## config.mk

```make
export PLATFORM = sky130hd
export DESIGN_NAME = vbuf_amp_regs
export DESIGN_NICKNAME = d
export VERILOG_FILES = /design/src/rtl/vbuf_amp_pkg.sv /design/src/rtl/vbuf_amp_regs.sv
export SDC_FILE = /design/constraint.sdc
export NUM_CORES = 1
export LEC_CHECK = 0
export BUFFER_PORTS_ARGS = -buffer_cell sky130_fd_sc_hd__buf_4
export CAP_MARGIN = 20
export CORE_ASPECT_RATIO = 2
export CORE_MARGIN = 4
export CORE_UTILIZATION = 40
export DETAILED_ROUTE_END_ITERATION = 10
export PLACE_DENSITY_LB_ADDON = 0.08
export SYNTH_ARGS = -nofsm -noshare
export SYNTH_HDL_FRONTEND = slang
export SYNTH_SLANG_ARGS = --single-unit
```

## constraint.sdc

```tcl
create_clock -name clock -period 1.3 [get_ports clock]
set_input_delay 0.13 -clock clock [delete_from_list [all_inputs] [get_ports clock]]
set_output_delay 0.13 -clock clock [all_outputs]
set_load 0.05 [all_outputs]
```

## src/rtl/vbuf_amp_pkg.sv

```systemverilog
package vbuf_amp_pkg;
  localparam int ADDR_W = 7;
  localparam int DATA_W = 16;

  localparam logic [6:0] ADDR_VBUF = 7'h26;
  localparam logic [6:0] ADDR_INPUT = 7'h27;
  localparam logic [6:0] ADDR_GAIN = 7'h28;

  // video buffer control fields
  localparam int VB_ON_BIT = 7;
  localparam int VB_BOOST_BIT = 6;
  localparam int VBUF_GAIN_SEL_BIT = 5;
  localparam int VB_OFS_HI = 4;
  localparam int VB_OFS_LO = 2;
  localparam int VBUF_PULLDOWN_BIT = 1;
  localparam int VBUF_INPUT_CLAMP_BIT = 0;

  // input source control fields
  localparam int INV_SRC_BIT = 9;
  localparam int MICB_BIT = 6;
  localparam int NINV_HI = 1;
  localparam int NINV_LO = 0;

  // gain control fields
  localparam int ZC_BIT = 7;
  localparam int MUTE_BIT = 6;
  localparam int VOL_HI = 5;
  localparam int VOL_LO = 0;

  localparam logic [2:0] OFS_40MV = 3'h1;
  localparam logic [2:0] OFS_20MV = 3'h3;
  localparam logic [2:0] OFS_0MV = 3'h7;
  localparam logic [1:0] NINV_FIRST = 2'h1;
  localparam logic [1:0] NINV_AUX = 2'h2;
  localparam logic [5:0] VOL_RESET = 6'h10;

  localparam logic [6:0] MV_40 = 7'h28;
  localparam logic [6:0] MV_20 = 7'h14;
  localparam logic [6:0] MV_0 = 7'h00;

  // writable masks; every other bit reads zero
  localparam logic [15:0] VBUF_MASK = 16'h00ff;
  localparam logic [15:0] INPUT_MASK = 16'h0243;
  localparam logic [15:0] GAIN_MASK = 16'h00ff;

  localparam logic [15:0] VBUF_RESET = 16'h001c;
  localparam logic [15:0] INPUT_RESET = 16'h0001;
  localparam logic [15:0] GAIN_RESET = 16'h0050;

  typedef struct packed {
    logic vbuf_on;
    logic vbuf_filter_boost;
    logic vbuf_gain_sel;
    logic [2:0] vbuf_dc_offset_sel;
    logic vbuf_pulldown;
    logic vbuf_input_clamp;
    logic [6:0] vbuf_offset_mv;
    logic vbuf_offset_reserved;
    logic amp_inverting_src_sel;
    logic mic_bias_level;
    logic [1:0] amp_noninverting_src_sel;
    logic amp_src_reserved;
    logic amp_zero_cross_update;
    logic amp_mute;
    logic [5:0] amp_volume;
  } analog_ctrl_s;
endpackage : vbuf_amp_pkg

```

## src/rtl/vbuf_amp_regs.sv

```systemverilog
`timescale 1ns/1ns
`default_nettype none
module vbuf_amp_regs (
  input wire logic clock,
  input wire logic resetn,
  input wire logic [vbuf_amp_pkg::ADDR_W-1:0] reg_addr,
  input wire logic [vbuf_amp_pkg::DATA_W-1:0] reg_wdata,
  input wire logic reg_write,
  input wire logic reg_read,
  input wire logic zero_cross_in,
  output logic [vbuf_amp_pkg::DATA_W-1:0] reg_rdata,
  output logic reg_rvalid,
  output var vbuf_amp_pkg::analog_ctrl_s ctrl,
  output logic [5:0] amp_volume_applied
);
  logic rst_meta;
  logic rst_n;
  logic [15:0] vbuf_reg;
  logic [15:0] input_reg;
  logic [15:0] gain_reg;
  logic [15:0] next_vbuf_reg;
  logic [15:0] next_input_reg;
  logic [15:0] next_gain_reg;
  logic [15:0] next_reg_rdata;
  logic next_reg_rvalid;
  logic zc_meta;
  logic zc_s2;
  logic zc_s3;
  logic zc_level;
  logic next_zc_level;
  logic zc_event;
  logic [5:0] next_volume_applied;
  logic [6:0] base_mv;

  // reset enters asynchronously, released on the clock
  always_ff @(posedge clock or negedge resetn) begin
    if (!resetn) begin
      rst_meta <= 1'b0;
      rst_n <= 1'b0;
    end else begin
      rst_meta <= 1'b1;
      rst_n <= rst_meta;
    end
  end

  // register writes
  always_comb begin
    next_vbuf_reg = vbuf_reg;
    next_input_reg = input_reg;
    next_gain_reg = gain_reg;
    if (reg_write) begin
      unique case (reg_addr)
        vbuf_amp_pkg::ADDR_VBUF: begin
          next_vbuf_reg = reg_wdata & vbuf_amp_pkg::VBUF_MASK;
        end
        vbuf_amp_pkg::ADDR_INPUT: begin
          next_input_reg = reg_wdata & vbuf_amp_pkg::INPUT_MASK;
        end
        vbuf_amp_pkg::ADDR_GAIN: begin
          next_gain_reg = reg_wdata & vbuf_amp_pkg::GAIN_MASK;
        end
        default: begin
          next_vbuf_reg = vbuf_reg;
        end
      endcase
    end
  end

  always_ff @(posedge clock or negedge rst_n) begin
    if (!rst_n) begin
      vbuf_reg <= vbuf_amp_pkg::VBUF_RESET;
      input_reg <= vbuf_amp_pkg::INPUT_RESET;
      gain_reg <= vbuf_amp_pkg::GAIN_RESET;
    end else begin
      vbuf_reg <= next_vbuf_reg;
      input_reg <= next_input_reg;
      gain_reg <= next_gain_reg;
    end
  end

  // read port: answer one cycle after the strobe, unmapped reads zero
  always_comb begin
    next_reg_rvalid = reg_read;
    next_reg_rdata = '0;
    if (reg_read) begin
      unique case (reg_addr)
        vbuf_amp_pkg::ADDR_VBUF: next_reg_rdata = vbuf_reg;
        vbuf_amp_pkg::ADDR_INPUT: next_reg_rdata = input_reg;
        vbuf_amp_pkg::ADDR_GAIN: next_reg_rdata = gain_reg;
        default: next_reg_rdata = '0;
      endcase
    end
  end

  always_ff @(posedge clock or negedge rst_n) begin
    if (!rst_n) begin
      reg_rdata <= '0;
      reg_rvalid <= 1'b0;
    end else begin
      reg_rdata <= next_reg_rdata;
      reg_rvalid <= next_reg_rvalid;
    end
  end

  // zero-cross comparator is asynchronous; three stages, first one private
  always_ff @(posedge clock or negedge rst_n) begin
    if (!rst_n) begin
      zc_meta <= 1'b0;
      zc_s2 <= 1'b0;
      zc_s3 <= 1'b0;
    end else begin
      zc_meta <= zero_cross_in;
      zc_s2 <= zc_meta;
      zc_s3 <= zc_s2;
    end
  end

  // a crossing counts once stages two and three agree on a new level
  assign zc_event = (zc_s2 == zc_s3) && (zc_s3 != zc_level);

  always_comb begin
    next_zc_level = zc_event ? zc_s3 : zc_level;
    next_volume_applied = amp_volume_applied;
    if (!gain_reg[vbuf_amp_pkg::ZC_BIT] || zc_event) begin
      next_volume_applied = gain_reg[vbuf_amp_pkg::VOL_HI:vbuf_amp_pkg::VOL_LO];
    end
  end

  always_ff @(posedge clock or negedge rst_n) begin
    if (!rst_n) begin
      zc_level <= 1'b0;
      amp_volume_applied <= vbuf_amp_pkg::VOL_RESET;
    end else begin
      zc_level <= next_zc_level;
      amp_volume_applied <= next_volume_applied;
    end
  end

  // offset decode; reserved codes give no offset and raise a flag
  always_comb begin
    unique case (vbuf_reg[vbuf_amp_pkg::VB_OFS_HI:vbuf_amp_pkg::VB_OFS_LO])
      vbuf_amp_pkg::OFS_40MV: base_mv = vbuf_amp_pkg::MV_40;
      vbuf_amp_pkg::OFS_20MV: base_mv = vbuf_amp_pkg::MV_20;
      default: base_mv = vbuf_amp_pkg::MV_0;
    endcase
  end

  // control fields straight from flops, except the decoded offset in mV and the reserved flags
  always_comb begin
    ctrl.vbuf_on = vbuf_reg[vbuf_amp_pkg::VB_ON_BIT];
    ctrl.vbuf_filter_boost = vbuf_reg[vbuf_amp_pkg::VB_BOOST_BIT];
    ctrl.vbuf_gain_sel = vbuf_reg[vbuf_amp_pkg::VBUF_GAIN_SEL_BIT];
    ctrl.vbuf_dc_offset_sel =
      vbuf_reg[vbuf_amp_pkg::VB_OFS_HI:vbuf_amp_pkg::VB_OFS_LO];
    ctrl.vbuf_offset_mv = ctrl.vbuf_gain_sel ? 7'(base_mv << 1) : base_mv;
    ctrl.vbuf_offset_reserved =
      (ctrl.vbuf_dc_offset_sel != vbuf_amp_pkg::OFS_40MV) &&
      (ctrl.vbuf_dc_offset_sel != vbuf_amp_pkg::OFS_20MV) &&
      (ctrl.vbuf_dc_offset_sel != vbuf_amp_pkg::OFS_0MV);
    ctrl.vbuf_pulldown = vbuf_reg[vbuf_amp_pkg::VBUF_PULLDOWN_BIT];
    ctrl.vbuf_input_clamp = vbuf_reg[vbuf_amp_pkg::VBUF_INPUT_CLAMP_BIT];
    ctrl.amp_inverting_src_sel = input_reg[vbuf_amp_pkg::INV_SRC_BIT];
    ctrl.mic_bias_level = input_reg[vbuf_amp_pkg::MICB_BIT];
    ctrl.amp_noninverting_src_sel =
      input_reg[vbuf_amp_pkg::NINV_HI:vbuf_amp_pkg::NINV_LO];
    ctrl.amp_src_reserved =
      (ctrl.amp_noninverting_src_sel != vbuf_amp_pkg::NINV_FIRST) &&
      (ctrl.amp_noninverting_src_sel != vbuf_amp_pkg::NINV_AUX);
    ctrl.amp_zero_cross_update = gain_reg[vbuf_amp_pkg::ZC_BIT];
    ctrl.amp_mute = gain_reg[vbuf_amp_pkg::MUTE_BIT];
    ctrl.amp_volume = gain_reg[vbuf_amp_pkg::VOL_HI:vbuf_amp_pkg::VOL_LO];
  end

  property p_vbuf_write;
    @(posedge clock) disable iff (!rst_n)
    (reg_write && reg_addr == vbuf_amp_pkg::ADDR_VBUF) |=>
      ctrl.vbuf_on == $past(reg_wdata[7]) &&
      ctrl.vbuf_filter_boost == $past(reg_wdata[6]) &&
      ctrl.vbuf_input_clamp == $past(reg_wdata[0]);
  endproperty
  a_vbuf_write: assert property (p_vbuf_write)
    else $error("video buffer write not reflected");

  property p_gain_sel;
    @(posedge clock) disable iff (!rst_n)
    (reg_write && reg_addr == vbuf_amp_pkg::ADDR_VBUF) |=>
      ctrl.vbuf_gain_sel == $past(reg_wdata[5]) &&
      ctrl.vbuf_pulldown == $past(reg_wdata[1]);
  endproperty
  a_gain_sel: assert property (p_gain_sel)
    else $error("buffer gain or pull-down wrong after write");

  property p_offset;
    @(posedge clock) disable iff (!rst_n)
    (ctrl.vbuf_dc_offset_sel == 3'h1) |->
      ctrl.vbuf_offset_mv == (ctrl.vbuf_gain_sel ? 7'h50 : 7'h28);
  endproperty
  a_offset: assert property (p_offset)
    else $error("40mV offset not scaled by gain");

  property p_mute_reset;
    @(posedge clock) $rose(rst_n) |->
      ctrl.amp_mute && ctrl.vbuf_dc_offset_sel == 3'h7 &&
      ctrl.amp_noninverting_src_sel == 2'h1 && !ctrl.vbuf_on;
  endproperty
  a_mute_reset: assert property (p_mute_reset)
    else $error("reset defaults wrong");

  property p_immediate;
    @(posedge clock) disable iff (!rst_n)
    (!ctrl.amp_zero_cross_update && !reg_write) [*2] |->
      amp_volume_applied == ctrl.amp_volume;
  endproperty
  a_immediate: assert property (p_immediate)
    else $error("gain not applied immediately");

  property p_deferred;
    @(posedge clock) disable iff (!rst_n)
    (ctrl.amp_zero_cross_update && !zc_event) |=>
      $stable(amp_volume_applied);
  endproperty
  a_deferred: assert property (p_deferred)
    else $error("gain changed without zero cross");

  property p_unused_zero;
    @(posedge clock) disable iff (!rst_n)
    reg_rvalid |-> (reg_rdata[15:10] == 6'h00) && !reg_rdata[8];
  endproperty
  a_unused_zero: assert property (p_unused_zero)
    else $error("unassigned bits read nonzero");

  property p_read_latency;
    @(posedge clock) disable iff (!rst_n)
    (reg_read && reg_addr == vbuf_amp_pkg::ADDR_GAIN && !reg_write) |=>
      reg_rvalid && reg_rdata[5:0] == ctrl.amp_volume;
  endproperty
  a_read_latency: assert property (p_read_latency)
    else $error("volume read back wrong");

  property p_input_write;
    @(posedge clock) disable iff (!rst_n)
    (reg_write && reg_addr == vbuf_amp_pkg::ADDR_INPUT) |=>
      ctrl.amp_inverting_src_sel == $past(reg_wdata[9]) &&
      ctrl.mic_bias_level == $past(reg_wdata[6]);
  endproperty
  a_input_write: assert property (p_input_write)
    else $error("input control write not reflected");

  property p_offset_write;
    @(posedge clock) disable iff (!rst_n)
    (reg_write && reg_addr == vbuf_amp_pkg::ADDR_VBUF) |=>
      ctrl.vbuf_dc_offset_sel == $past(reg_wdata[4:2]);
  endproperty
  a_offset_write: assert property (p_offset_write)
    else $error("offset code write not reflected");

  property p_offset_twenty;
    @(posedge clock) disable iff (!rst_n)
    (ctrl.vbuf_dc_offset_sel == 3'h3) |->
      ctrl.vbuf_offset_mv == (ctrl.vbuf_gain_sel ? 7'h28 : 7'h14);
  endproperty
  a_offset_twenty: assert property (p_offset_twenty)
    else $error("20mV offset not scaled by gain");

  property p_src_write;
    @(posedge clock) disable iff (!rst_n)
    (reg_write && reg_addr == vbuf_amp_pkg::ADDR_INPUT) |=>
      ctrl.amp_noninverting_src_sel == $past(reg_wdata[1:0]);
  endproperty
  a_src_write: assert property (p_src_write)
    else $error("non-inverting source write not reflected");

  property p_gain_write;
    @(posedge clock) disable iff (!rst_n)
    (reg_write && reg_addr == vbuf_amp_pkg::ADDR_GAIN) |=>
      ctrl.amp_zero_cross_update == $past(reg_wdata[7]) &&
      ctrl.amp_mute == $past(reg_wdata[6]) &&
      ctrl.amp_volume == $past(reg_wdata[5:0]);
  endproperty
  a_gain_write: assert property (p_gain_write)
    else $error("gain control write not reflected");
endmodule : vbuf_amp_regs
`default_nettype wire

```

Word level (Yosys, flattened, before mapping):

Index checks and enable logic that the tools add are counted.

* flip-flop bits (word level): 49
* bits of input ports: 28
* word-level logic and storage cells: 37

* equal/unequal tests: 12
* muxes and demuxes: 4
* reductions and logical operators: 9

Operator list (number)
* case mux 10 bit (3 select lines): 1
* == test 7 x 6 -> 1 bit (second input constant): 3
* case mux 6 bit (2 select lines): 1
* 2-to-1 mux 10 bit: 1
* 2-to-1 mux 7 bit: 1
* AND reduction 2 bit: 3
* logical AND 1 bit: 4
* == test 3 x 1 -> 1 bit (second input constant): 1
* == test 3 x 2 -> 1 bit (second input constant): 1
* inequality test 3 x 1 -> 1 bit (second input constant): 1
* inequality test 3 x 2 -> 1 bit (second input constant): 1
* inequality test 3 bit (second input constant): 1
* inequality test 2 x 1 -> 1 bit (second input constant): 1
* inequality test 2 bit (second input constant): 1
* == test 1 bit: 1
* logical NOT 1 bit: 1
* logical OR 1 bit: 1
* inequality test 1 bit: 1

Longest topological paths before layout:

Gate-level depths: netlist of the first run.

* depth in word-level cells: 3
* gate-level depth with buffers: 5
* mapped depth without buffers: 3

Worst setup path after synthesis of the first run:

No wires, ideal clock.

* path kind: register to output
* start point: reg vbuf_reg[4]
* end point: out ctrl[13] in the netlist's numbering
* arrival time: 1.899 ns
* required time: 1.170 ns
* path slack: -0.729 ns
* cell stages (with the launch flop): 3
* cells stage by stage: dfstp_2 -> inv_1 -> o21ai_0

RTL lines
* start: declaration: line vbuf_amp_regs.sv:18 `logic [15:0] vbuf_reg;`
* start signal: assignment: line vbuf_amp_regs.sv:71 `vbuf_reg <= vbuf_amp_pkg::VBUF_RESET;`
* start signal: assignment: line vbuf_amp_regs.sv:75 `vbuf_reg <= next_vbuf_reg;`
* end: declaration: line vbuf_amp_regs.sv:13 `output var vbuf_amp_pkg::analog_ctrl_s ctrl,`

==> metrics.md, run 1 <==
| Metric | Value |
|---|---|
| Post-synthesis async set-or-reset flop share | `1.00` |
| Layout cells sized above 1 | `0.614` |
| TritonCTS clock tree | `done` |
| Vias | `1400` |
| Worst R2R Start | `zc_s2$_DFF_PN0_` |
| CP Cell Sequence | `nand2b_4 > and4_4 > buf_8` |
| Ant. Diodes | `0` |
| Leakage | `1.31 nW` |
| Fin. Hold Viols | `0` |
| Clock root buffer master | `clkbuf_8` |
| Seq/Total Area, Yosys | `0.573` |
| Post-route ant nets | `0` |
| Max Cap Violations | `0` |
| DRC Markers | `0` |
| Vias in the first global route | `1514` |
| Die W | `56.1 um` |
| CP max FO | `4` |
| Syn avg cell area | `13.4 um2` |
| Dpl ws | `-39.4 ps` |
| Die H | `104 um` |
| Initial Utilization | `0.418` |
| Cell Area, Synth | `1850 um2` |
| CTS Buf Count | `5` |
| Fin. max-slew vios | `0` |
| Setup Skew | `4.95 ps` |
| Max incr delay on CP | `650 ps` |
| Setup TNS | `-1230 ps` |
| Design area | `2730 um2` |
| Tcrit/Tclk final | `1.21` |
| Core Footprint | `4420 um2` |
| Syn Inst Count | `138` |
| Clock sinks | `42` |
| Die Area | `5840 um2` |
| Tmin final | `1570 ps` |
| Worst Hold Path EP | `input_reg[9]$_DFFE_PN0P_` |
| Max reg flops | `9` |
| Wire length per cell | `16.2 um` |
| Crit Path Class | `flop to primary output` |
| Fin nets | `250` |
| Worst R2R End | `amp_volume_applied[0]$_DFFE_PN0P_` |
| Synth unique cells | `28` |
| Slowest-stage cell, CP | `dfstp_4` |
| DR iter-0 viols | `21` |
| P&R area growth vs syn | `47.7%` |
| Critical path launch point type | `flop` |
| Initial antenna violation count | `0` |
| Setup violators final | `9` |
| Area after DPL | `2500 um2` |
| Global-route wire length before repair | `7.38 mm` |
| Ports | `80` |
| Worst path arrival time | `1440 ps` |
| Routed WL | `4.49 mm` |
| Post-synth EDFFs | `0` |
| GRT Resource Usage Total | `0.160` |
| Violated checks | `negative setup slack` |
| #FFs+latches synth | `42` |
| Post-DP HPWL | `3.45 mm` |
| Drt pass-1 iters | `4` |
| Status | `complete, but fails checks` |
| CTS H-Tree Depth | `2` |
| Crit end category | `primary output` |
| Post-route worst setup slack | `-267 ps` |
| Num rows | `34` |
| Worst r2r path cells | `4` |
| PwrDens | `1160 nW/um2` |
| Routability cong. | `0.785` |
| PortBufs | `63` |
| RSZ-0062 raised after global routing | `yes` |
| Reg-to-reg setup timing slack | `10 ps` |
| Clock Pin Slew Worst Setup and Hold Paths | `70 ps` |
| Gr ovfl total | `0` |
| Top_reg_cell synth | `dfrtp_1` |
| Hold path start | `reg_wdata[9]` |
| Synth Warn # | `0` |
| Avg Vias per Cell | `5.05` |
| Peak VDD IR | `0.770 mV` |
| Clock Latency Late Sink | `280 ps` |
| HP Class | `primary input to flop` |
| CTS Buffer Depth | `2` |
| Data required, critical path | `1170 ps` |
| WHS Path Cells | `2` |
| Max Freq | `638 MHz` |
| Pin count of the biggest net entering global routing | `41` |
[worst max-delay path, delay by kind of cell (launching register included)]
kind	cells	cell delay [ps]
and+or+nand+nor	2	350
DFF	1	650
buffers and inverters	1	150
[cells by family after synthesis]
family	synth area share
xor gates and xnor gates	0.00473
DFF	0.573
AOI/OAI and AO/OA	0.0446
adders and majority gates	0.00541
muxes	0.164
and+or+nand+nor	0.149
other	0.00406
buffers and inverters	0.0554
[report_power, final]
group          switching, mW  leakage, nW  internal [mW]  total (mW)
sequential            0.0845        0.537           1.41        1.49
clock                  0.400       0.0482          0.428       0.828
combinational          0.532        0.726          0.323       0.854
total                   1.02         1.31           2.16        3.17
[repair_timing]
action,4_1_cts,5_1_grt
endpoints found under the hold margin,4,0
setup endpoints to repair,13,14
resized for setup,18,7
setup buffers,2,1
pin swaps,3,2
hold buffers,3,0
[cell usage after synthesis, types with 3 or more instances]
master | n | area, um2
nand4_1 | 3 | 18.8
buf_4 | 11 | 82.6
a21oi_1 | 9 | 45.0
o21ai_0 | 3 | 15.0
dfrtp_1 | 35 | 876
dfstp_2 | 7 | 184
nand3_1 | 13 | 65.1
mux2_2 | 26 | 293
nor2_1 | 3 | 11.3
nand2_1 | 3 | 11.3
nand2b_1 | 3 | 18.8
[how the worst max path moves through the flow]
stage | from | depth (start not counted) | endpoint | slack, ps
3_5_place_dp | zc_s2$_DFF_PN0_ | 4 | amp_volume_applied[3]$_DFFE_PN0P_ | -40
6_report | vbuf_reg[3]$_DFFE_PN1P_ | 3 | ctrl[17] | -270
2_1_floorplan | vbuf_reg[3]$_DFFE_PN1P_ | 3 | ctrl[19] | -220
5_1_grt | vbuf_reg[3]$_DFFE_PN1P_ | 3 | ctrl[17] | -300
4_1_cts | vbuf_reg[3]$_DFFE_PN1P_ | 3 | ctrl[19] | -270
3_3_place_gp | zc_s2$_DFF_PN0_ | 4 | amp_volume_applied[3]$_DFFE_PN0P_ | -20
[placed cells by master, fill, tap and decap left out, types with 2 or more instances in the layout]
cell type | synthesis | routed
conb_1 | 2 | 10
nand4_1 | 3 | 3
and4b_1 | 2 | 2
buf_6 | 1 | 8
mux2_4 | 0 | 6
dlygate4sd3_1 | 0 | 3
nand3_1 | 13 | 13
clkbuf_8 | 0 | 6
dfstp_2 | 7 | 5
dfrtp_1 | 35 | 33
nand3_4 | 2 | 2
nor4bb_1 | 2 | 2
nand2_1 | 3 | 2
dfstp_4 | 0 | 2
buf_4 | 11 | 66
nand2b_4 | 0 | 3
buf_8 | 0 | 4
o21ai_0 | 3 | 2
mux2_2 | 26 | 20
dfrtp_2 | 0 | 2
a21oi_1 | 9 | 8
nor3b_2 | 2 | 2
[metrics by stage]
stage,utilization,cells,power (mW),hold slack [ps]
2_1_floorplan,-,146,2.05,-166
5_1_grt,0.618,277,3.32,75.5
3_5_place_dp,0.564,264,2.30,-86.4
4_1_cts,0.610,276,3.20,73.2
3_3_place_gp,0.564,264,2.29,-87.5
6_report,0.618,277,3.17,80.3
[layer usage]
layer	track usage	vias up	wire (um)
met4	0.0679	0	115
met1	0.158	696	1490
met5	0	-	0
met3	0.0311	8	217
li1	-	648	-
met2	0.309	48	2660
[area by class of cell]
type,count,area (um2)
clock buffer,7,86.3
clock inverter,1,5.00
fill,385,1690
inverter,1,3.75
multi-input combinational,90,805
sequential,42,1070
tap,54,67.6
timing repair buffer,82,696
Power figures use the tool's default switching activity.
==> run 2, diff against run 1 <==
Settings changed: BUFFER_PORTS_ARGS -buffer_cell sky130_fd_sc_hd__buf_4 to -buffer_cell sky130_fd_sc_hd__buf_2.
==> metrics.md, run 2 (synthesis results as in run 1) <==
| Metric | Value |
|---|---|
| Status | `complete, but fails checks` |
| Violated checks | `negative setup slack` |
| Critical path launch point type | `flop` |
| Post-route ant nets | `0` |
| Most frequent cells in the layout | `buf_2, dfrtp_1, mux2_2` |
| Die H | `104 um` |
| Die Area | `5840 um2` |
| Pwr Total | `3.13 mW` |
| Initial antenna violation count | `0` |
| HP Class | `primary input to flop` |
| Gr ovfl total | `0` |
| Slowest-stage cell, CP | `dfstp_4` |
| Max Freq | `642 MHz` |
| RSZ-0062 raised after global routing | `yes` |
| End-of-flow core utilization | `0.592` |
| Commonest non-fill, non-tap cell in the layout | `buf_2` |
| Routability cong. | `0.845` |
| CTS H-Tree Depth | `2` |
| Post-DP HPWL | `3.52 mm` |
| Die W | `56.1 um` |
| Post-route worst setup slack | `-258 ps` |
| Dpl ws | `-68.2 ps` |
| Avg Vias per Cell | `5.03` |
| Clock Pin Slew Worst Setup and Hold Paths | `80 ps` |
| Tmin final | `1560 ps` |
| Tcrit/Tclk final | `1.20` |
| Fin. Hold Viols | `0` |
| Area after DPL | `2360 um2` |
| Clock sinks | `42` |
| Max incr delay on CP | `630 ps` |
| P&R area growth vs syn | `41.4%` |
| PortBufs | `63` |
| Clock root buffer master | `clkbuf_8` |
| TritonCTS clock tree | `done` |
| Layout cells sized above 1 | `0.619` |
| CTS Buffer Depth | `2` |
| Vias in the first global route | `1558` |
| Global-route wire length before repair | `7.72 mm` |
| Max Cap Violations | `0` |
| Core Footprint | `4420 um2` |
| Drt pass-1 iters | `4` |
| Design area | `2620 um2` |
| GRT Resource Usage Total | `0.169` |
| Pin count of the biggest net entering global routing | `41` |
| Routed WL | `4.61 mm` |
| Vias | `1409` |
| CP max FO | `3` |
| Num rows | `34` |
| Fin. max-slew vios | `0` |
| Fin nets | `253` |
| Ports | `80` |
| CTS Buf Count | `5` |
| Clock Latency Late Sink | `280 ps` |
| Crit Path Class | `flop to primary output` |
| Initial Utilization | `0.418` |
| Wire length per cell | `16.5 um` |
| Setup violators final | `9` |
| Fill cells | `394` |
| Ant. Diodes | `0` |
| DRC Markers | `0` |
| Worst path arrival time | `1430 ps` |
| Setup Skew | `3.29 ps` |
| Data required, critical path | `1170 ps` |
| Max reg flops | `9` |
| PwrDens | `1200 nW/um2` |
| CP Cell Sequence | `nand2b_4 > and4_4 > buf_8` |
| Peak VDD IR | `0.941 mV` |
| Crit end category | `primary output` |
| DR iter-0 viols | `16` |
| Leakage | `1.31 nW` |
run 2: changes by cell type in the layout (fill, tap and decap cells not counted):
cell      previous run  this run
nand2b_2             0         1
buf_4               66        16
buf_2                0        53
nand2b_4             3         2
run 2: per-layer routing:
layer  vias to the layer above  wire length (um)  track usage
li1                        652                 -            -
met1                       703              1550        0.168
met2                        47              2800        0.327
met3                         7               185       0.0360
met4                         0                77       0.0611
met5                         -                 0            0
run 2: where the power goes:
| part | switching [mW] | internal [mW] |
|---|---|---|
| logic | 0.539 | 0.275 |
| registers | 0.0770 | 1.41 |
| clock network | 0.410 | 0.428 |
| total | 1.03 | 2.11 |
run 2: repair_timing:
item | 4_1_cts | 5_1_grt
pin swaps | 2 | 1
resized for setup | 34 | 1
setup endpoints to repair | 16 | 15
hold buffers | 3 | 0
endpoints found under the hold margin | 4 | 0
buffers inserted | 2 | 0
run 2: path summary, 6_finish.rpt:
| kind | start | end | slack [ps] | cells after the start |
|---|---|---|---|---|
| max | vbuf_reg[3]$_DFFE_PN1P_ | ctrl[19] | -260 | 3 |
| min | reg_wdata[9] | input_reg[9]$_DFFE_PN0P_ | 80 | 2 |
| max reg2reg | zc_s2$_DFF_PN0_ | amp_volume_applied[3]$_DFFE_PN0P_ | 10 | 4 |
| min reg2reg | rst_n$_DFF_PN0_ | amp_volume_applied[3]$_DFFE_PN0P_ | 240 | 1 |
| max in group asynchronous | rst_n$_DFF_PN0_ | gain_reg[6]$_DFFE_PN1P_ | 800 | 1 |
| min in group asynchronous | resetn | rst_meta$_DFF_PN0_ | 160 | 2 |
run 2: cell type report:
type                            count  area [um2]  area share
Clock buffer                        7        86.3      0.0330
Clock inverter                      1        5.00     0.00191
Inverter                            1        3.75     0.00143
Multi-Input combinational cell     90         800       0.305
Sequential cell                    42        1070       0.409
Tap cell                           54        67.6      0.0258
Timing Repair Buffer               85         586       0.224
run 2: critical path, delay by kind of cell, from the launching register on:
kind          cells  cell delay (ps)
flops             1              630
simple gates      2              360
buf+inv           1              150
run 2: per-stage QoR:
| stage | hold slack, ps | TNS (ps) | instances |
|---|---|---|---|
| after global routing | 74.3 | -1720 | 280 |
| after detailed placement | -82.4 | -591 | 267 |
| after floorplan | -166 | -823 | 146 |
| after global placement | -84.8 | -126 | 267 |
| after CTS | 66.6 | -1250 | 280 |
| final | 76.8 | -1190 | 280 |
==> run 3, diff against run 2 <==
Settings changed: CTS_BUF_LIST set to sky130_fd_sc_hd__clkbuf_8.
==> metrics.md, run 3 (synthesis results as in run 1) <==
| Metric | Value |
|---|---|
| P&R area growth vs syn | `41.4%` |
| Worst path arrival time | `1430 ps` |
| Die H | `104 um` |
| Post-route ant nets | `0` |
| Peak VDD IR | `0.941 mV` |
| PortBufs | `63` |
| Die W | `56.1 um` |
| CTS Buffer Depth | `2` |
| Commonest non-fill, non-tap cell in the layout | `buf_2` |
| Routed WL | `4.62 mm` |
| Initial Utilization | `0.418` |
| Routability cong. | `0.845` |
| Drt pass-1 iters | `4` |
| Clock Latency Late Sink | `280 ps` |
| Layout cells sized above 1 | `0.619` |
| CTS Buf Count | `5` |
| Fin. max-slew vios | `0` |
| Wire length per cell | `16.5 um` |
| DRC Markers | `0` |
| Avg Vias per Cell | `5.03` |
| Tmin final | `1560 ps` |
| PwrDens | `1190 nW/um2` |
| Met2 Use GR | `0.327` |
| Dpl ws | `-68.2 ps` |
| CTS H-Tree Depth | `2` |
| GR Layer Usage met1 | `0.168` |
| HP Class | `primary input to flop` |
| Design area | `2620 um2` |
| GRT Resource Usage Total | `0.169` |
| Initial antenna violation count | `0` |
| Fin nets | `253` |
| Vias in the first global route | `1558` |
| Num rows | `34` |
| Clock Pin Slew Worst Setup and Hold Paths | `80 ps` |
| TritonCTS clock tree | `done` |
| Tcrit/Tclk final | `1.20` |
| Vias | `1409` |
| Clock sinks | `42` |
| Setup violators final | `9` |
| Ant. Diodes | `0` |
| CP max FO | `3` |
| Post-route worst setup slack | `-258 ps` |
| Max Cap Violations | `0` |
| Die Area | `5840 um2` |
| Most frequent cells in the layout | `buf_2, dfrtp_1, mux2_2` |
| Gr ovfl total | `0` |
| GR met3 Demand/Resource | `0.0360` |
| Clock root buffer master | `clkbuf_8` |
| DR iter-0 viols | `16` |
| Violated checks | `negative setup slack` |
| Max reg flops | `9` |
| Max Freq | `642 MHz` |
| Status | `complete, but fails checks` |
| Busiest grt layer | `met2` |
| Area after DPL | `2360 um2` |
| Fin. Hold Viols | `0` |
| Leakage | `1.31 nW` |
| Core Footprint | `4420 um2` |
| RSZ-0062 raised after global routing | `yes` |
| Crit Path Class | `flop to primary output` |
| Post-DP HPWL | `3.52 mm` |
| Global-route wire length before repair | `7.72 mm` |
| Ports | `80` |
| Data required, critical path | `1170 ps` |
| Setup Skew | `2.96 ps` |
| Crit end category | `primary output` |
| Fill cells | `394` |
| Critical path launch point type | `flop` |
| Pin count of the biggest net entering global routing | `41` |
## run 3: final timing paths
check                                   startpoint                                 to  slack [ps]  depth (start not counted)
min in group asynchronous                   resetn                 rst_meta$_DFF_PN0_         160                          2
max in group asynchronous          rst_n$_DFF_PN0_            gain_reg[6]$_DFFE_PN1P_         800                          1
min reg2reg                        rst_n$_DFF_PN0_  amp_volume_applied[3]$_DFFE_PN0P_         240                          1
max                        vbuf_reg[3]$_DFFE_PN1P_                           ctrl[19]        -260                          3
min                                   reg_wdata[9]           input_reg[9]$_DFFE_PN0P_          80                          2
max reg2reg                        zc_s2$_DFF_PN0_  amp_volume_applied[3]$_DFFE_PN0P_          10                          4
## run 3: cell type report
cell class,instances,area [um2],area share
clock inverter,2,8.76,0.00335
timing repair buffer,85,586,0.224
tap,54,67.6,0.0258
inverter,1,3.75,0.00143
sequential,42,1070,0.409
multi-input combinational,90,800,0.305
clock buffer,6,82.6,0.0315
## run 3: routing by layer
metal  share of wire  vias to the layer above
met2            0.61                       47
met3           0.040                        7
li1                -                      652
met4           0.017                        0
met1            0.34                      703
met5               0                        -
## run 3: report_power, final
group          switching [mW]  internal (mW)  total [mW]  leakage [nW]
Sequential             0.0770           1.41        1.48         0.537
Clock                   0.411          0.420       0.831        0.0524
Combinational           0.539          0.275       0.813         0.722
## run 3: stage by stage
| step | total power, mW | instances | utilization | setup TNS (ps) | hold WS [ps] |
|---|---|---|---|---|---|
| final | 3.13 | 280 | 0.592 | -1190 | 76.8 |
| after global routing | 3.27 | 280 | 0.592 | -1720 | 74.3 |
| after CTS | 3.16 | 280 | 0.591 | -1250 | 66.6 |
| after detailed placement | 2.24 | 267 | 0.534 | -591 | -82.4 |
| after global placement | 2.23 | 267 | 0.534 | -126 | -84.8 |
| after floorplan | 2.05 | 146 | - | -823 | -166 |
## run 3: timing repair
action,in CTS,in global routing
pin swaps,2,1
hold buffers,3,0
endpoints found under the setup margin,16,15
setup buffers,2,0
resized for setup,34,1
endpoints found under the hold margin,4,0
## run 3: worst max-delay path, stage by stage (launching register included)
cell	delay (ps)
dfstp_4	630
nand2b_4	120
and4_4	240
buf_8	150
